### src/shared/eeh_params.svh
// ==========================================================================
// Parallel EEPROM host: constants
// ==========================================================================
// Purpose : Named timing, field and command constants for the host.
// Assumes : 10 MHz ref_clk, 32K x 8 memory with 64-byte pages.
// Notes   : Times are in ns, the load margin in cycles; cycle counts are derived from them.
//
// Functional notes
// - Write starts by strobe low pulse with chip enable low, output high.
// - Page write: first byte plus up to 63 more, 64 programmed together.
// - Next page byte within 150 us, else memory starts programming.
// - Host keeps page select lines equal for every strobe fall in a page.
// - Lock off as delivered; three-byte sequence turns it on.
// - While locked, writes preceded by the enable sequence still proceed.
// - Host issues lock sequences with page write byte timing.
`ifndef EEH_PARAMS_SVH
`define EEH_PARAMS_SVH

// Bus geometry
`define EEH_AW          15
`define EEH_DW          8
`define EEH_PAGE_LSB    6
`define EEH_POLL_BIT    7
`define EEH_TOG_BIT     6

// Command opcodes on the user port
`define EEH_OP_READ     2'h0
`define EEH_OP_WRITE    2'h1
`define EEH_OP_LOCK     2'h2
`define EEH_OP_UNLOCK   2'h3

// Sequence steps; step three carries user data
`define EEH_STEP_LAST   2'h2
`define EEH_STEP_DATA   2'h3

// Timing in ns; load margin in cycles
`define EEH_CLK_NS      100
`define EEH_T_WP_NS     100
`define EEH_T_ACC_NS    120
`define EEH_T_POR_NS    5000000
`define EEH_T_PROG_NS   10000000
`define EEH_T_LOAD_NS   150000
`define EEH_LOAD_MARGIN 100

// Derived cycle counts (least times and program time round up, load window rounds down)
`define EEH_WP_CYC   ((`EEH_T_WP_NS + `EEH_CLK_NS - 1) / `EEH_CLK_NS)
`define EEH_RD_CYC   ((`EEH_T_ACC_NS + `EEH_CLK_NS - 1) / `EEH_CLK_NS)
`define EEH_POR_CYC  ((`EEH_T_POR_NS + `EEH_CLK_NS - 1) / `EEH_CLK_NS)
`define EEH_PROG_CYC ((`EEH_T_PROG_NS + `EEH_CLK_NS - 1) / `EEH_CLK_NS)
`define EEH_LOAD_CYC (`EEH_T_LOAD_NS / `EEH_CLK_NS)
`define EEH_WIN_LIM  (`EEH_LOAD_CYC - `EEH_LOAD_MARGIN)

// Counter widths
`define EEH_CW       17
`define EEH_WW       11

`endif

### src/shared/eeh_pkg.sv
// ==========================================================================
// Parallel EEPROM host: types
// ==========================================================================
// Purpose : State enumeration and the packed state record.
// Assumes : eeh_params.svh supplies the bus, page and counter widths.
// Notes   : One record holds every flip-flop of the host.
`include "eeh_params.svh"
package eeh_pkg;

   typedef enum logic [3:0] {
      EEH_POR, EEH_IDLE, EEH_WSET, EEH_WLOW, EEH_WHI,
      EEH_RSET, EEH_RWAIT, EEH_POLL
   } eeh_state_type;

   typedef struct packed {
      eeh_state_type             st;
      logic [`EEH_CW-1:0]        cnt;
      logic [`EEH_CW-1:0]        ptmr;
      logic [`EEH_WW-1:0]        win;
      logic [1:0]                step;
      logic [1:0]                op;
      logic                      pfx;
      logic                      last;
      logic                      pend;
      logic                      polling;
      logic                      chk7;
      logic                      tog;
      logic                      have;
      logic                      page_open;
      logic [`EEH_AW-1:0]        addr;
      logic [`EEH_DW-1:0]        data;
      logic [`EEH_AW-1:0]        paddr;
      logic [`EEH_DW-1:0]        pdata;
      logic [`EEH_AW-`EEH_PAGE_LSB-1:0] page;
      logic [`EEH_AW-1:0]        a;
      logic                      ce_n;
      logic                      oe_n;
      logic                      we_n;
      logic [`EEH_DW-1:0]        dq_o;
      logic                      dq_oe;
      logic                      ready;
      logic                      rsp_valid;
      logic [`EEH_DW-1:0]        rsp_data;
      logic                      busy;
      logic                      timeout;
   } eeh_reg_type;

endpackage

### src/hdl/eeh_host.sv
// ==========================================================================
// Parallel EEPROM host controller
// ==========================================================================
// Purpose : Drives a byte-wide EEPROM: reads, page writes, end-of-write
//           polling and the lock command sequences.
// Assumes : Memory pins are synchronous to ref_clk; one memory attached.
// Notes   : Completion is taken when two polls agree on the toggle bit and, on writes, bit 7 matches the data.
`timescale 1ns/1ps
`include "eeh_params.svh"
module eeh_host
   import eeh_pkg::*;
#(
   parameter int unsigned       POR_CYC  = `EEH_POR_CYC,
   parameter int unsigned       PROG_CYC = `EEH_PROG_CYC,
   parameter logic [14:0]       ENA_A0   = 15'h0001,
   parameter logic [14:0]       ENA_A1   = 15'h0002,
   parameter logic [14:0]       ENA_A2   = 15'h0003,
   parameter logic [7:0]        ENA_D0   = 8'h11,
   parameter logic [7:0]        ENA_D1   = 8'h22,
   parameter logic [7:0]        ENA_D2   = 8'h33,
   parameter logic [14:0]       DIS_A0   = 15'h0004,
   parameter logic [14:0]       DIS_A1   = 15'h0005,
   parameter logic [14:0]       DIS_A2   = 15'h0006,
   parameter logic [7:0]        DIS_D0   = 8'h44,
   parameter logic [7:0]        DIS_D1   = 8'h55,
   parameter logic [7:0]        DIS_D2   = 8'h66
) (
   // Clock and reset
   input  wire logic                ref_clk,
   input  wire logic                rst_n,
   // User command port
   input  wire logic                cmd_valid,
   output      logic                cmd_ready,
   input  wire logic [1:0]          cmd_op,
   input  wire logic [`EEH_AW-1:0]  cmd_addr,
   input  wire logic [`EEH_DW-1:0]  cmd_wdata,
   input  wire logic                cmd_prefix,
   input  wire logic                cmd_last,
   // User answer port
   output      logic                rsp_valid,
   output      logic [`EEH_DW-1:0]  rsp_data,
   output      logic                busy,
   output      logic                timeout,
   // Memory pins
   output      logic [`EEH_AW-1:0]  mem_addr,
   output      logic                mem_ce_n,
   output      logic                mem_oe_n,
   output      logic                mem_we_n,
   output      logic [`EEH_DW-1:0]  mem_dq_o,
   output      logic                mem_dq_oe,
   input  wire logic [`EEH_DW-1:0]  mem_dq_i
);

   eeh_reg_type r_q;
   eeh_reg_type r_d;
   logic [`EEH_AW-1:0] seq_a;
   logic [`EEH_DW-1:0] seq_d;
   logic               same_pg;

   // ========================================================================
   // Sequence byte select
   // ========================================================================
   // Parameterised lock sequences
   // One selector for the byte just written and the byte about to go out
   function automatic logic [`EEH_AW+`EEH_DW-1:0] seq_byte(
      logic [1:0]         op,
      logic [1:0]         step,
      logic [`EEH_AW-1:0] a,
      logic [`EEH_DW-1:0] d);
      logic [`EEH_AW+`EEH_DW-1:0] res;
      res = {a, d};
      if (step != `EEH_STEP_DATA) begin
         if (op == `EEH_OP_UNLOCK) begin
            unique case (step)
               2'h0:    res = {DIS_A0, DIS_D0};
               2'h1:    res = {DIS_A1, DIS_D1};
               default: res = {DIS_A2, DIS_D2};
            endcase
         end else begin
            unique case (step)
               2'h0:    res = {ENA_A0, ENA_D0};
               2'h1:    res = {ENA_A1, ENA_D1};
               default: res = {ENA_A2, ENA_D2};
            endcase
         end
      end
      return res;
   endfunction

   // Byte of the current step, kept for polling
   assign {seq_a, seq_d} = seq_byte(r_q.op, r_q.step, r_q.addr, r_q.data);

   // Page match for appending a byte to an open page
   assign same_pg = (cmd_addr[`EEH_AW-1:`EEH_PAGE_LSB] == r_q.page);

   // ========================================================================
   // Next state
   // ========================================================================
   always_comb begin
      logic go_exec;
      go_exec = 1'b0;
      r_d = r_q;
      r_d.rsp_valid = 1'b0;
      if (r_q.st != EEH_POR && r_q.st != EEH_IDLE) begin
         r_d.ptmr = r_q.ptmr;
      end
      unique case (r_q.st)
         EEH_POR: begin
            r_d.cnt = r_q.cnt + 1'b1;
            if (r_q.cnt >= `EEH_CW'(POR_CYC - 1)) begin
               r_d.st = EEH_IDLE;
               r_d.ready = 1'b1;
               r_d.busy = 1'b0;
            end
         end
         EEH_IDLE: begin
            // Close page before byte window lapses
            if (r_q.page_open) begin
               r_d.win = r_q.win + 1'b1;
            end
            if (cmd_valid && r_q.ready) begin
               r_d.ready = 1'b0;
               r_d.op = cmd_op;
               r_d.addr = cmd_addr;
               r_d.data = cmd_wdata;
               r_d.pfx = cmd_prefix;
               r_d.last = cmd_last;
               r_d.busy = 1'b1;
               // New page, prefixed write or other command ends the page
               if (r_q.page_open && !(cmd_op == `EEH_OP_WRITE
                   && same_pg && !cmd_prefix)) begin
                  r_d.pend = 1'b1;
                  r_d.st = EEH_POLL;
               end else begin
                  go_exec = 1'b1;
               end
            end else if (r_q.page_open &&
                         r_q.win >= `EEH_WW'(`EEH_WIN_LIM)) begin
               r_d.ready = 1'b0;
               r_d.busy = 1'b1;
               r_d.st = EEH_POLL;
            end
         end
         EEH_WSET: begin
            r_d.st = EEH_WLOW;
            r_d.we_n = 1'b0;
            r_d.cnt = `EEH_CW'(`EEH_WP_CYC - 1);
         end
         // Strobe held far beyond the noise filter
         EEH_WLOW: begin
            r_d.cnt = r_q.cnt - 1'b1;
            if (r_q.cnt == '0) begin
               r_d.we_n = 1'b1;
               r_d.st = EEH_WHI;
            end
         end
         // Data stays driven across strobe rise
         EEH_WHI: begin
            r_d.ce_n = 1'b1;
            r_d.dq_oe = 1'b0;
            if (r_q.step != `EEH_STEP_DATA && (r_q.step != `EEH_STEP_LAST
                || (r_q.op == `EEH_OP_WRITE))) begin
               // Prefix bytes at page write pace
               r_d.step = (r_q.step == `EEH_STEP_LAST) ?
                          `EEH_STEP_DATA : r_q.step + 1'b1;
               r_d.st = EEH_WSET;
            end else begin
               r_d.paddr = seq_a;
               r_d.pdata = seq_d;
               // Sequence bytes are not compared on polls
               r_d.chk7 = (r_q.op == `EEH_OP_WRITE);
               if (r_q.op == `EEH_OP_WRITE && !r_q.last) begin
                  // Keep page open for more bytes
                  r_d.page_open = 1'b1;
                  r_d.page = r_q.addr[`EEH_AW-1:`EEH_PAGE_LSB];
                  r_d.win = '0;
                  r_d.st = EEH_IDLE;
                  r_d.ready = 1'b1;
               end else begin
                  r_d.st = EEH_POLL;
               end
            end
            if (r_q.step == `EEH_STEP_LAST && r_q.op != `EEH_OP_WRITE) begin
               r_d.page_open = 1'b0;
            end
         end
         // Status polling of the last byte written
         EEH_POLL: begin
            r_d.polling = 1'b1;
            r_d.page_open = 1'b0;
            r_d.a = r_q.paddr;
            r_d.st = EEH_RSET;
         end
         EEH_RSET: begin
            r_d.st = EEH_RWAIT;
            r_d.cnt = `EEH_CW'(`EEH_RD_CYC - 1);
         end
         EEH_RWAIT: begin
            r_d.cnt = r_q.cnt - 1'b1;
            if (r_q.cnt == '0) begin
               // Release enables so memory floats the bus
               r_d.ce_n = 1'b1;
               r_d.oe_n = 1'b1;
               if (!r_q.polling) begin
                  r_d.rsp_valid = 1'b1;
                  r_d.rsp_data = mem_dq_i;
                  r_d.busy = 1'b0;
                  r_d.ready = 1'b1;
                  r_d.st = EEH_IDLE;
               end else begin
                  r_d.tog = mem_dq_i[`EEH_TOG_BIT];
                  r_d.have = 1'b1;
                  // Gap cycle so each poll is a fresh read edge
                  r_d.st = EEH_POLL;
                  // Toggle stopped and true data seen
                  if ((r_q.have && r_q.tog == mem_dq_i[`EEH_TOG_BIT] &&
                      (!r_q.chk7 || mem_dq_i[`EEH_POLL_BIT] ==
                       r_q.pdata[`EEH_POLL_BIT])) ||
                      // Give up past worst-case program time
                      r_q.ptmr >= `EEH_CW'(PROG_CYC)) begin
                     r_d.timeout = r_q.timeout |
                                   (r_q.ptmr >= `EEH_CW'(PROG_CYC));
                     r_d.polling = 1'b0;
                     r_d.have = 1'b0;
                     r_d.ptmr = '0;
                     r_d.pend = 1'b0;
                     r_d.busy = r_q.pend;
                     r_d.ready = !r_q.pend;
                     r_d.st = EEH_IDLE;
                     go_exec = r_q.pend;
                  end
               end
            end
         end
      endcase
      // Poll timer runs while polling; separate from cycle counter
      if (r_q.polling && r_d.polling) begin
         r_d.ptmr = r_q.ptmr + 1'b1;
      end
      // Writes only with output enable high, reads with strobe high
      if (go_exec) begin
         if (r_d.op == `EEH_OP_READ) begin
            r_d.a = r_d.addr;
            r_d.ce_n = 1'b0;
            r_d.oe_n = 1'b0;
            r_d.st = EEH_RSET;
         end else begin
            // Lock and unlock are three-byte writes
            r_d.step = (r_d.op == `EEH_OP_WRITE && !r_d.pfx) ?
                       `EEH_STEP_DATA : 2'h0;
            r_d.st = EEH_WSET;
            r_d.oe_n = 1'b1;
            r_d.ce_n = 1'b0;
            r_d.dq_oe = 1'b1;
         end
      end
      // Address and data set ahead of strobe fall
      if (r_d.st == EEH_WSET) begin
         r_d.ce_n = 1'b0;
         r_d.dq_oe = 1'b1;
         {r_d.a, r_d.dq_o} = seq_byte(r_d.op, r_d.step, r_d.addr, r_d.data);
      end
      if (r_d.st == EEH_RSET) begin
         r_d.ce_n = 1'b0;
         r_d.oe_n = 1'b0;
      end
   end

   // ========================================================================
   // State register; reset values are constants only
   // ========================================================================
   always_ff @(posedge ref_clk or negedge rst_n) begin
      if (!rst_n) begin
         r_q <= '0;
         r_q.st <= EEH_POR;
         r_q.ce_n <= 1'b1;
         r_q.oe_n <= 1'b1;
         r_q.we_n <= 1'b1;
         r_q.busy <= 1'b1;
      end else begin
         r_q <= r_d;
      end
   end

   // Outputs straight from the state record
   assign cmd_ready = r_q.ready;
   assign rsp_valid = r_q.rsp_valid;
   assign rsp_data  = r_q.rsp_data;
   assign busy      = r_q.busy;
   assign timeout   = r_q.timeout;
   assign mem_addr  = r_q.a;
   assign mem_ce_n  = r_q.ce_n;
   assign mem_oe_n  = r_q.oe_n;
   assign mem_we_n  = r_q.we_n;
   assign mem_dq_o  = r_q.dq_o;
   assign mem_dq_oe = r_q.dq_oe;
endmodule

### config.mk
export PLATFORM = sky130hd
export DESIGN_NAME = eeh_host
export DESIGN_NICKNAME = d
export VERILOG_FILES = /design/src/shared/eeh_pkg.sv /design/src/hdl/eeh_host.sv
export VERILOG_INCLUDE_DIRS = /design/src /design/src/shared
export SDC_FILE = /design/constraint.sdc
export NUM_CORES = 1
export LEC_CHECK = 0
export ABC_AREA = 1
export BUFFER_PORTS_ARGS = -buffer_cell sky130_fd_sc_hd__buf_2
export CAP_MARGIN = 20
export CELL_PAD_IN_SITES_DETAIL_PLACEMENT = 0
export CELL_PAD_IN_SITES_GLOBAL_PLACEMENT = 2
export CORE_MARGIN = 3
export CORE_UTILIZATION = 35
export CTS_CLUSTER_SIZE = 25
export DETAILED_ROUTE_END_ITERATION = 7
export PLACE_DENSITY_LB_ADDON = 0.1
export SLEW_MARGIN = 15
export SYNTH_ARGS = -nofsm -noshare
export SYNTH_HDL_FRONTEND = slang
export SYNTH_SLANG_ARGS = --single-unit
### constraint.sdc
create_clock -name ref_clk -period 3.5 [get_ports ref_clk]
set_input_delay 0.525 -clock ref_clk [delete_from_list [all_inputs] [get_ports ref_clk]]
set_output_delay 0.525 -clock ref_clk [all_outputs]
set_load 0.1 [all_outputs]
After elaboration in Yosys (flattened, before gate mapping)
Cells that the tools add are included.
{"block": "classes", "muxes": 89, "reduce_logical": 56, "eq_ne": 39, "magnitude_cmp": 3, "n_addsub": 5, "bitwise": 3}
{"operator": "$mux W23", "n": 6}
{"operator": "$mux W17", "n": 6}
{"operator": "$pmux W10 S2", "n": 4}
{"operator": "$pmux W17 S4", "n": 1}
{"operator": "$add A17 B1 Y17 const B", "n": 2}
{"operator": "$mux W11", "n": 3}
{"operator": "$mux W4", "n": 8}
{"operator": "$pmux W4 S8", "n": 1}
{"operator": "$mux W15", "n": 2}
{"operator": "$mux W1", "n": 27}
{"operator": "$ne A2 B2 Y1 const B", "n": 13}
{"operator": "$mux W2", "n": 12}
{"operator": "$pmux W11 S2", "n": 1}
{"operator": "$eq A4 B3 Y1 const B", "n": 5}
{"operator": "$mux W9", "n": 2}
{"operator": "$ge A17 B16 Y1 const B", "n": 1}
{"operator": "$ge A17 B17 Y1 const B", "n": 1}
{"operator": "$logic_not A17 Y1", "n": 1}
{"operator": "$sub A17 B1 Y17 const B", "n": 1}
{"operator": "$mux W16", "n": 1}
{"operator": "$reduce_bool A2 Y1", "n": 8}
{"operator": "$mux W3", "n": 5}
{"operator": "$eq A4 B2 Y1 const B", "n": 3}
{"operator": "$logic_and A1 B1 Y1", "n": 12}
{"operator": "32 further kinds", "n": 69}
{"block": "word_totals", "inputBits": 38, "register_bits": 155, "output_inout_bits": 39}

Longest topological paths before layout
Gate-level depths: netlist (run 1).
{"block": "logic_depth", "depth_word": 19, "mapped_depth": 20}

Worst setup path before layout (run 1)
No wires, ideal clock.
{"block": "synth_path", "path_type": "register to register", "from": "register r_q[153] (netlist bit)", "to": "register r_q[145] (netlist bit)", "arrival_time_ps": 2695, "path_slack_ps": 678, "setup_time_ps": 126, "path_stages_with_launch": 17, "synth_period_minus_slack_ps": 2822, "path_cell_list": "dfrtp_1 inv_2 nor2_1 nand2_2 nor2_4 nor2_2 inv_1 ha_1 nand2_1 o21ai_0 a21oi_1 o21ai_0 a21boi_0 o21ai_0 nand2_1 nand2_1 o21ai_0"}
{"block": "synth_via", "elab_chain_len": 3, "word_cells_on_any_way": 8, "cone_classes": "eq/ne: 4; mux: 1; reduce/logical: 3"}
{"element": "from (decl)", "line": "eeh_host.sv:54", "rtl": "eeh_reg_type r_q;"}
{"element": "from (signal assigned)", "line": "eeh_host.sv:281", "rtl": "r_q <= r_d;"}
{"element": "$eq A4 B3 Y1 or $eq A4 B2 Y1 (tied branches)", "line": "eeh_host.sv:107", "rtl": "unique case (r_q.st)"}
{"element": "$reduce_or A2 Y1 (no source line)"}
{"element": "$pmux W17 S4 or $reduce_bool A4 Y1 (tied branches)"}
Several ways; a longest one is shown, not always the timed one.
A chain may end at the register's enable or synchronous reset.

Worst setup path after layout (run 1)
Ends and elaborated chain as after synthesis.

==> impl.org, run 1 <==
** Outcome
- Status :: finished clean

** Drt
- Detailed routing inserted a total of 7075 vias.
- First drt pass iteration count :: 4
- Final wirelength :: 22800 µm
- Avg Vias per Cell :: 4.69
- Remaining routing DRC violations :: 0
- Post-route antenna net violation count :: 0
- The detailed router finished its first iteration with 383 violations.
- Wire length per cell after detailed routing :: 15.1 µm

** Timing
- Relative slew slack :: 39.6%
- Total count of max-transition violations in the final report :: 0
- The count of endpoints failing hold in the final timing report was 0.
- Static timing analysis puts the maximum clock frequency at 319 MHz.
- RSZ-0062 raised after global routing :: no
- Transition at the pin with the smallest max-transition slack :: 0.900 ns
- Max Clock Skew :: 0.0132 ns
- Number of setup violations in the final report :: 0
- Minimum clock period :: 3.13 ns
- Final clock period utilization by the worst path :: 89.6%
- Setup slack closes at 0.366 ns.
- For the final routed database, the setup TNS stands at 0 ns.

** Setup path
- Worst r2r path cells :: 16
- STA puts the critical path data arrival time at 3.49 ns.
- Worst Setup Path Type :: reg2reg
- STA classifies the critical path endpoint as a flop.
- STA classifies the critical path startpoint as a flop.
- Startpoint of the worst-slack reg-to-reg timing path :: r_q[153]
- Data required time at the worst endpoint :: 3.85 ns
- Capture instance of the worst register-to-register path :: r_q[145]
- Setup slack on the worst reg-to-reg path comes out at 0.37 ns.
- In this run the worst path has a maximum fanout of 9.
- Critical path launch point :: r_q[153]

** Global route
- Total overflow reported by the global router :: 0
- Number of global-route vias before repair :: 6968
- Wire length of the first global-routing pass :: 37800 µm
- Global routing used 18.1% of the available tracks.
- Maximum number of pins on one net before global-route repair :: 60
- Highest-utilization routing layer at the global route stage :: met2
- For this run, global-route usage on met1 was measured as 27.2%.
- GR Layer Usage met2 :: 27.4%
- Initial antenna violation count :: 0
- In the global route stage, met3 resource usage came out at 2.98%.

** Pwr
- The analysis attributes to net switching a power of 4.51 mW.
- Peak VDD IR :: 543 µV
- Per report_power, the combinational group accounts for 51.5% of the total.
- Power spread over the standard cell area amounts to 951 nW/µm².
- In this run the static leakage power is 4.83 nW.
- Total power of the final layout :: 9.05 mW
- Internal power comes to 4.53 mW.
- Reg power frac :: 28.2%
- Clk network pwr share :: 20.3%
- Proportion of total power due to net switching :: 49.9%

** Clock tree
- The longest clock path from root to sink contains 2 buffers.
- Buffer cell driving the clock tree root :: clkbuf_16
- TritonCTS clock tree :: done
- CTS-repair resized insts :: 0
- The H-tree was split into 4 levels.
- Clock tree synthesis found a total of 148 sinks.
- In this run, post-CTS hold repair placed 0 buffers.
- At the later pin of the worst-skew pair, clock insertion delay measures 0.43 ns.
- In this run the post-CTS setup repair buffer count came out at 0.
- Counting the buffers created by CTS gives 17.
- Clock-pin slew was measured on the worst setup and hold paths at 0.07 ns.

** Final layout
- Number of non-filler instances in the completed layout :: 1507
- Most common cell after layout, fill and taps aside :: nand2_1
- The final layout contains 1233 nets.
- ANT cells :: 0
- Most frequent cells in the layout :: nand2_1, inv_1, dfrtp_1
- The filler cells instantiated in the layout total 2508.
- Cells with a size suffix above 1 make up 13.9% of the layout.
- Final instance area :: 9510 µm²
- Syn-to-layout area delta :: 13.0%

** Place
- Summed over all nets, the half-perimeter wirelength after detailed placement is 16400 µm.
- Dpl cells :: 1475
- Port buffer count :: 76
- The placed instances occupy a cell area of 8930 µm².
- The congestion estimate from routability-driven global placement came to 0.802.
- OpenSTA, run right after detailed placement, puts the worst setup slack at 0.402 ns.

** Die
- Die Width :: 161 µm
- In this run the vertical extent of the chip is 161 µm.
- Effective utilization at floorplan :: 35.7%
- Count of pins on the block boundary :: 77
- Floorplan row count :: 56
- The die covers 25900 µm².
- The region available for standard cell placement spans 23500 µm².

** Synth
- Seq/Total Area, Yosys :: 44.1%
- Yosys mapped a number of flops with a built-in enable equal to 0.
- In the synthesized netlist, the number of instances is 1124.
- Post-synthesis net count :: 1182
- Yosys warning count :: 0
- Counting flops with an async set or reset pin after synthesis yields a share of 100%.
- Prevailing post-synth register cell :: dfrtp_1
- After synthesis the cells add up to 8420 µm².
- After synthesis the netlist holds a flip-flop and latch count of 148.
- Unique cell type count in the Yosys netlist :: 47
- A synthesized cell averages 7.49 µm².

** Hold path
- The min-delay analysis places its worst path in the category in2async.

** Flow run
- MaxCap Viol Count :: 0
## per-layer routing
layer  up-vias  wire length [µm]
met5         -                 0
met4         0               151
met3        10               703
met2       104              9990
met1      3265             11900
li1       3696                 -
## worst max-delay path by stage
stage               end  slack [ns]  depth (start not counted)
6_report       r_q[145]        0.37                         16
5_1_grt        r_q[146]        0.02                         17
4_1_cts        r_q[145]        0.38                         16
3_5_place_dp   r_q[145]        0.40                         16
3_3_place_gp   r_q[145]        0.43                         16
2_1_floorplan  r_q[145]        0.68                         16
## power groups by stage
stage	sequential, mW	clock [mW]	combinational (mW)
2_1_floorplan	2.66	0	3.66
3_3_place_gp	2.59	0	4.75
3_5_place_dp	2.58	0	4.67
4_1_cts	2.56	1.90	4.70
5_1_grt	2.62	1.96	5.24
6_report	2.55	1.83	4.66
## layout make-up
| type | count | area [µm²] | share of cell area [%] |
|---|---|---|---|
| multi-input combinational | 758 | 3730 | 39.2 |
| inverter | 163 | 614 | 6.46 |
| clock inverter | 14 | 141 | 1.49 |
| sequential | 148 | 3710 | 39.0 |
| timing repair buffer | 87 | 482 | 5.06 |
| clock buffer | 18 | 439 | 4.62 |
| tap | 319 | 399 | 4.20 |
## flip-flops by register name (all words and copies together) (netlist names)
signal	cells
r_q	109
mem_addr	15
mem_dq_o	8
rsp_data	8
busy	1
cmd_ready	1
mem_ce_n	1
mem_dq_oe	1
mem_oe_n	1
mem_we_n	1
rsp_valid	1
timeout	1
## synth_stat cells (all sizes together) (2+ instances only)
library cell | n | share of area [%]
a211oi | 2 | 0.18
a21o | 3 | 0.27
a21oi | 36 | 2.1
a31oi | 4 | 0.30
buf | 42 | 3.7
clkbuf | 13 | 0.58
dfrtp | 144 | 43
dfstp | 4 | 1.2
ha | 19 | 2.8
inv | 162 | 7.3
mux2i | 3 | 0.36
nand2 | 335 | 15
nand3 | 48 | 3.0
nand3b | 3 | 0.27
nand4 | 12 | 0.89
nor2 | 91 | 4.5
nor3 | 7 | 0.54
o211ai | 3 | 0.27
o21a | 4 | 0.36
o21ai | 130 | 7.9
o21bai | 2 | 0.18
o22ai | 29 | 2.2
o31ai | 6 | 0.54
xnor2 | 3 | 0.31
xor2 | 9 | 0.94
## worst max-delay path, cell delays in order (launching register included)
cell and delay [ns]:
dfrtp_1 0.42, inv_2 0.07, nor2_1 0.19, nand2_2 0.11, nor2_4 0.21, nor2_2 0.09
inv_1 0.24, ha_1 0.35, a21oi_1 0.16, o21ai_0 0.15, a21oi_1 0.23, o21ai_0 0.14
a21boi_0 0.29, o21ai_0 0.17, nand2_1 0.08, nand2_1 0.04, o21ai_0 0.13
## logic make-up after synthesis
kind of cell	after synthesis	synth area share, %
muxes	4	0.491
AOI/OAI and AO/OA	225	14.9
xor gates and xnor gates	12	1.25
DFF	148	44.1
adders and majority gates	20	3.06
buffers and inverters	218	11.6
and+or+nand+nor	497	24.6
## per-stage QoR
stage	hold slack (ns)	util [%]
6_report	0.0824	40.4
5_1_grt	0.118	40.4
4_1_cts	0.0927	40.4
3_5_place_dp	0.454	37.9
3_3_place_gp	0.450	37.9
2_1_floorplan	0.229	-
(Power assumes the default switching activity.)
==> run 2: changes to the inputs <==
==> constraint.sdc (replaced) <==
create_clock -name ref_clk -period 3.5 [get_ports ref_clk]
set_input_delay 0 -clock ref_clk [delete_from_list [all_inputs] [get_ports ref_clk]]
set_output_delay 0 -clock ref_clk [all_outputs]
set_load 0.1 [all_outputs]
==> impl.org, run 2 (synthesis gave the netlist of run 1 again) <==
** Outcome
- The flow ran to the end, and the final reports show no timing, DRC or antenna violations.

** Setup path
- Worst Setup Path Type :: reg2reg
- The data arrival at the endpoint of the critical path was 3.29 ns (-0.20 ns).
- The worst setup path is captured at a flop.
- The path depth of the worst reg2reg path is 17 (+1).
- Data required time at the worst endpoint :: 3.79 ns (-0.06 ns)
- The highest cell delay on the worst timing path was 0.42 ns (about the same).
- Critical Path Start Type :: flop
- Flop-to-flop setup slack :: 0.51 ns (+0.14 ns)
- Startpoint of the worst-slack reg-to-reg timing path :: r_q[153]
- Capture instance of the worst register-to-register path :: r_q[146]
- Chain of cells forming the critical path :: inv_2 -> nor2_1 -> nand2_2 -> nor2_4 -> nor2_2 -> fa_1 -> inv_1 -> nand3_1 -> nand2_1 -> inv_1 -> o21ai_0 -> inv_1 -> o21a_1 -> o21ai_0 -> nand2_1 -> nand2_1 -> o22ai_1
- The maximum net fanout on the critical path came to 7 (-2).
- Slowest CP cell :: dfrtp_1

** Clock tree
- The number of CTS-inserted buffers was 17 (unchanged).
- Buffer cell driving the clock tree root :: clkbuf_16
- The clock-pin slew reported for the worst setup and hold paths after clock tree synthesis is 0.07 ns (about the same).
- Clock insertion delay at the later pin of the skew report :: 0.43 ns (about the same)
- The maximum buffer depth of the clock tree is 2 (unchanged).
- TritonCTS built the clock tree.
- Sinks on Clock Net :: 148 (unchanged)
- The number of H-tree branching levels came to 4 (unchanged).

** Drt
- Remaining routing DRC violations :: 0 (unchanged)
- The remaining antenna violation count after routing is 0 (unchanged).
- DRT iter0 DRCs :: 455 (+19%)
- Final wirelength :: 22700 µm (-0.32%)
- First drt pass iteration count :: 5 (+1)
- The wire length per cell after detailed routing came to 14.7 µm (-2.5%).
- Vias post-DR :: 7157 (+1.2%)
- Avg Vias per Cell :: 4.64 (-1.1%)

** Place
- The final estimated routing congestion in global placement came to 0.808 (+0.76%).
- The total of buffers placed on input and output ports was 76 (unchanged).
- HPWL after detailed placement :: 16500 µm (+0.40%)

** Die
- The effective utilization at floorplan is 35.7% (unchanged).
- The floorplan die height was 161 µm (unchanged).
- The number of rows in the core area came to 56 (unchanged).
- The floorplan die area is 25900 µm² (unchanged).
- The area of the core was 23500 µm² (unchanged).
- Die Width :: 161 µm (unchanged)
- The number of I/O pins was 77 (unchanged).

** Timing
- Total count of max-transition violations in the final report :: 0 (unchanged)
- The worst max-slew margin expressed relative to the limit is 40.7% (+1.1 points).
- Setup repair after global routing left no endpoint under its margin.
- The minimum clock period is 2.99 ns (-0.139 ns).
- The setup-violating endpoint count in the final report was 0 (unchanged).
- The count of endpoints failing hold in the final timing report is 0 (unchanged).
- Maximum frequency from static timing analysis :: 334 MHz (+4.7%)
- The worst-margin pin slew is 0.883 ns (-0.0167 ns).
- Max Clock Skew :: 0.0187 ns (+0.00553 ns)
- Final clock period utilization by the worst path :: 85.6% (-4.0 points)
- Setup Total Neg Slack :: 0 ns (unchanged)
- The final-layout worst hold slack came to 0.0889 ns (+0.00653 ns).

** Pwr
- The total power per unit cell area came to 928 nW/µm² (-2.4%).
- The peak supply drop came to 553 µV (+1.8%).
- The leakage power figure came to 4.99 nW (+3.3%).

** Global route
- The total track usage was 18.2% (+0.078 points).
- Total overflow reported by the global router :: 0 (unchanged)
- The number of antenna violations at the first check in global routing is 0 (unchanged).
- The pin count of the biggest net entering global routing came to 95 (+58%).
- The number of global-route vias before repair came to 7081 (+1.6%).
- Wire length of the first global-routing pass :: 38000 µm (+0.66%)

** Final layout
- Flip-flop count of the largest register after layout :: 109 (unchanged)
- The layout cell share with drive strength beyond 1 was 13.4% (-0.47 points).
- Register with the most flip-flops :: r_q
- ANT cells :: 0 (unchanged)
- The fill cell instance count of the final layout was 2520 (+0.48%).
- Most common cell after layout, fill and taps aside :: nand2_1
- Leaving out fill and tap cells, the most frequent cells in the layout are nand2_1, inv_1, dfrtp_1.
- From synthesis to final layout, the design area changed by 17.5%.
- The number of nets in the final layout came to 1267 (+2.8%).

** Flow run
- The max-capacitance violation count is 0 (unchanged).

** Hold path
- Hold WC Path Type :: in2async
==> run 2: cell types whose count changed in the layout (fill, tap and decap cells not counted), sizes merged <==
cell / previous run / this run
buf: 87 / 85
bufinv: 1 / 2
inv: 168 / 170
clkinvlp: 2 / 0
clkbuf: 18 / 17
dlygate4sd3: 0 / 36
==> run 2: how the worst max path moves through the flow <==
stage | start | to | slack, ns | cells past startpoint
floorplan | r_q[153] | r_q[145] | 0.68 | 16
global placement | r_q[153] | r_q[145] | 0.41 | 16
detailed placement | r_q[153] | r_q[145] | 0.36 | 16
CTS | r_q[153] | r_q[145] | 0.34 | 16
global route | r_q[153] | r_q[145] | 0.09 | 16
finish | r_q[153] | r_q[146] | 0.51 | 17
==> run 2: what timing repair did <==
action,in CTS,in global routing
setup endpoints to repair,0,1
hold endpoints to repair,98,0
gates resized for setup,0,1
hold buffers,36,0
setup buffers,0,0
==> run 2: per-layer routing <==
| layer | wire, µm | vias up | global-route usage, % | share of wire, % |
|---|---|---|---|---|
| met1 | 11900 | 3270 | 26.9 | 52 |
| met3 | 725 | 14 | 3.21 | 3.2 |
| li1 | - | 3767 | - | - |
| met2 | 9890 | 106 | 28.3 | 44 |
| met5 | 0 | - | 0 | 0 |
| met4 | 201 | 0 | 3.64 | 0.88 |
==> run 2: through the flow <==
step | cell area, µm² | worst slack [ns] | power, mW | cells | util (%)
5_1_grt | 9890 | 0.0893 | 9.99 | 1541 | 42.0
3_5_place_dp | 8920 | 0.356 | 7.27 | 1473 | 37.9
4_1_cts | 9890 | 0.343 | 9.30 | 1541 | 42.0
3_3_place_gp | 8920 | 0.406 | 7.32 | 1473 | 37.9
6_report | 9890 | 0.505 | 9.18 | 1541 | 42.0
2_1_floorplan | 8420 | 0.678 | 6.31 | 1124 | -
==> run 2: power by group <==
group | leakage [nW] | switching, mW | internal (mW)
sequential | 1.84 | 0.323 | 2.23
combinational | 2.85 | 3.39 | 1.30
clock | 0.304 | 0.842 | 1.09
total | 4.99 | 4.55 | 4.62
==> run 2: worst max-delay path, delay by kind of cell, from the launching register on <==
| family | cells | cell delay, ns |
|---|---|---|
| and+or+nand+nor | 8 | 0.90 |
| AOI/OAI and AO/OA | 4 | 0.84 |
| DFF | 1 | 0.42 |
| adders and majority gates | 1 | 0.40 |
| buffers and inverters | 4 | 0.31 |
==> run 2: cell type report <==
cell class	count	area (µm²)	share of cell area [%]
clock inverters	15	189	1.91
repair buffers	121	827	8.36
flip-flops and latches	148	3710	37.5
clock buffers	17	425	4.30
inverters	163	614	6.21
well taps	319	399	4.03
multi-input cells	758	3730	37.7
==> run 3: changes to the inputs <==
ABC_AREA = default   (was 1)
CORE_UTILIZATION = 38   (was 35)
CTS_CLUSTER_DIAMETER = 120   (was default)
SLEW_MARGIN = 5   (was 15)
==> impl.org, run 3 <==
** Outcome
- The run finished with clean final reports.

** Drt
- The wire length per cell after detailed routing was 17.1 µm (+16%).
- DRT iter0 DRCs :: 262 (-42%)
- Vias post-DR :: 6188 (-14%)
- First drt pass iteration count :: 4 (-1)
- Avg Vias per Cell :: 5.26 (+13%)
- Remaining routing DRC violations :: 0 (unchanged)
- Final wirelength :: 20200 µm (-11%)
- The remaining antenna violation count after routing is 0 (unchanged).

** Clock tree
- Longest Clk Path Bufs :: 2 (unchanged)
- Sinks on Clock Net :: 148 (unchanged)
- The tree is rooted in a clkbuf_16.
- TritonCTS clock tree :: done
- The number of CTS-inserted buffers came to 17 (unchanged).
- H-tree Lvls :: 4 (unchanged)
- Clock transition at the register clock pins on the worst setup and hold paths after CTS :: 0.07 ns (about the same)
- The clock latency of the later-clocked register in the worst-skew pair was 0.43 ns (about the same).

** Place
- Port buffer count :: 76 (unchanged)
- The final estimated routing congestion in global placement was 0.846 (+4.7%).
- The detailed placement HPWL came to 14000 µm (-15%).

** Timing
- Total count of max-transition violations in the final report :: 0 (unchanged)
- The worst max-slew margin expressed relative to the limit came to 42.4% (+1.6 points).
- The setup-violating endpoint count in the final report is 0 (unchanged).
- Setup repair after global routing left no endpoint under its margin.
- Minimum clock period :: 3.25 ns (+0.253 ns)
- The timing-limited maximum frequency is 308 MHz (-7.8%).
- The worst clock skew is 0.0161 ns (-0.00260 ns).
- Hold_ws :: 0.0668 ns (-0.0221 ns)
- The aggregate negative setup slack is 0 ns (unchanged).
- The count of endpoints failing hold in the final timing report was 0 (unchanged).
- The final cycle utilization of the critical path was 92.8% (+7.2 points).
- Transition at the pin with the smallest max-transition slack :: 0.865 ns (-0.0186 ns)

** Pwr
- The peak supply drop came to 567 µV (+2.5%).
- The total power per unit cell area was 949 nW/µm² (+2.3%).
- The switching power is 4.14 mW (-9.1%).
- Proportion of total power due to net switching :: 46.4% (-3.2 points)
- Combinational share of power :: 49.2% (-1.9 points)
- The relative contribution of the clock network to total power came to 20.6% (-0.4 points).
- Reg power frac :: 30.2% (+2.3 points)
- Total internal power :: 4.79 mW (+3.5%)
- Leak Pwr :: 4.50 nW (-9.8%)

** Final layout
- The layout cell share with drive strength beyond 1 was 20.5% (+7.1 points).
- Final core utilization :: 46.2% (+4.2 points)
- Flip-flop count of the largest register after layout :: 109 (unchanged)
- The storage element area was 3710 µm² (unchanged).
- The number of antenna cells inserted is 0 (unchanged).
- The area occupied by multi-input gates is 3710 µm² (-0.57%).
- Most common cell after layout, fill and taps aside :: dfrtp_1
- Most frequent cells in the layout :: dfrtp_1, nand2_1, buf_2
- The fill cell instance count of the final layout was 1958 (-22%).
- The number of nets in the final layout is 951 (-25%).
- Register with the most flip-flops :: r_q
- The area growth from synthesis to layout is 18.8%.

** Setup path
- Capturing element type of the critical path :: flop
- Worst r2r path cells :: 11 (-6)
- The data arrival at the endpoint of the critical path came to 3.55 ns (+0.26 ns).
- Critical Path Start Type :: flop
- Worst Setup Path Type :: reg2reg
- CP Max Fanout :: 10 (+3)
- The required time of the critical path was 3.80 ns (about the same).
- Crit-path max cell delay :: 0.40 ns (-0.02 ns)
- The critical path goes through xnor2_1 -> nor2_4 -> ha_1 -> nor2b_1 -> o31ai_1 -> a211oi_2 -> o311a_1 -> or2_2 -> a21o_1 -> a211oi_1 -> o21ai_0.
- Among all stages on the critical path, the largest delay is contributed by dfrtp_1.

** Synth
- Cells after Synth :: 801 (-29%)
- For this run, the leading register cell type out of synthesis is dfrtp_1.
- Synthesized area per cell :: 9.89 µm² (+32%)
- The count of flip-flops with a built-in enable after synthesis was 0 (unchanged).
- Cell taking the most area after synthesis :: dfrtp_1
- Commonest cells in the synthesized netlist :: dfrtp_1, nand2_1, o21ai_0
- The portion of the post-synthesis area used by sequential elements is 46.8% (+2.8 points).
- The cell area after technology mapping was 7920 µm² (-5.9%).
- The number of warnings reported in the yosys synthesis log was 0 (unchanged).
- The net count after synthesis came to 859 (-27%).
- The number of distinct library cells after synthesis came to 73 (+55%).
- The flop and latch count out of synthesis is 148 (unchanged).
- Area contributors post-synth :: dfrtp_1, nand2_1, mux2i_1
- The fraction of post-synthesis cell area in the top cell type by area came to 45.5% (+2.7 points).
- The share of synthesized registers carrying an async set or reset came to 100% (unchanged).
- In the post-synthesis netlist, the cell with the most instances is dfrtp_1.

** Die
- Effective utilization at floorplan :: 38.9% (+3.1 points)
- Die Width :: 150 µm (-6.6%)
- Count of pins on the block boundary :: 77 (unchanged)
- The area of the core was 20400 µm² (-13%).
- The floorplan die height is 150 µm (-6.6%).
- The number of rows in the core area was 52 (-7.1%).
- The floorplan die area is 22600 µm² (-13%).

** Global route
- Initial antenna violation count :: 0 (unchanged)
- Maximum number of pins on one net before global-route repair :: 91 (-4.2%)
- Total overflow reported by the global router :: 0 (unchanged)
- GRT Total Usage :: 18.4% (+0.15 points)
- The number of global-route vias before repair came to 6266 (-12%).
- Wire length of the first global-routing pass :: 32800 µm (-14%)

** Hold path
- Along the worst hold path, the cell count comes to 4.
- The path class of the tightest hold or removal check is in2reg.

** Flow run
- MaxCap Viol Count :: 0 (unchanged)
## run 3: logic make-up after synthesis
kind of cell / share of synthesized area (%)
AOI/OAI and AO/OA: 16.7
xor gates and xnor gates: 3.43
adders and majority gates: 3.25
buffers and inverters: 6.52
DFF: 46.8
muxes: 7.39
and+or+nand+nor: 15.8
## run 3: metal layers
layer	routed length (µm)	vias up	GRT usage (%)	part of all wire, %
li1	-	3002	-	-
met1	9890	3051	26.0	49
met2	9320	123	29.2	46
met3	810	12	3.40	4.0
met4	142	0	4.67	0.70
met5	0	-	0	0
## run 3: final cells by class
type / count / share of cell area [%]
multi-input combinational: 553 / 39.4
tap: 270 / 3.59
clock buffer: 17 / 4.52
clock inverter: 15 / 1.76
timing repair buffer: 135 / 9.78
inverter: 38 / 1.52
sequential: 148 / 39.4
## run 3: metrics by stage
stage / worst slack, ns / cells / area (µm²) / power (mW)
floorplan: 0.0895 / 801 / 7930 / 6.20
global placement: 0.335 / 1107 / 8440 / 7.03
detailed placement: 0.292 / 1107 / 8440 / 7.08
CTS: 0.245 / 1175 / 9390 / 8.99
global route: 0.0165 / 1176 / 9410 / 9.53
finish: 0.252 / 1176 / 9410 / 8.93
## run 3: worst paths after layout
path                                 from  slack [ns]  endpoint
max in group asynchronous           rst_n        2.27   r_q[96]
min in group asynchronous           rst_n        0.22  r_q[122]
worst min-delay path            cmd_valid        0.07  r_q[103]
worst min register to register    r_q[56]        0.48   r_q[56]
worst max-delay path             r_q[151]        0.25  r_q[148]
worst max register to register   r_q[151]        0.25  r_q[148]
## run 3: repair_timing
action	in CTS	in global routing
buffers inserted	0	1
hold buffers	36	0
setup endpoints to repair	0	1
gates resized for setup	0	1
endpoints found under the hold margin	139	0
## run 3: critical path, delay by kind of cell, from the launching register on
kind | cells | cell delay [ns]
XOR/XNOR | 1 | 0.37
adder cells (fa/ha/maj) | 1 | 0.35
AO/OA/AOI/OAI | 6 | 1.37
AND/OR/NAND/NOR | 3 | 0.64
flip-flops | 1 | 0.40
## run 3: power groups by stage
stage               sequential [mW]  combinational (mW)  clock (mW)
floorplan                      2.77                3.43           0
global placement               2.70                4.33           0
detailed placement             2.72                4.36           0
CTS                            2.69                4.41        1.89
global route                   2.76                4.82        1.95
finish                         2.69                4.40        1.84
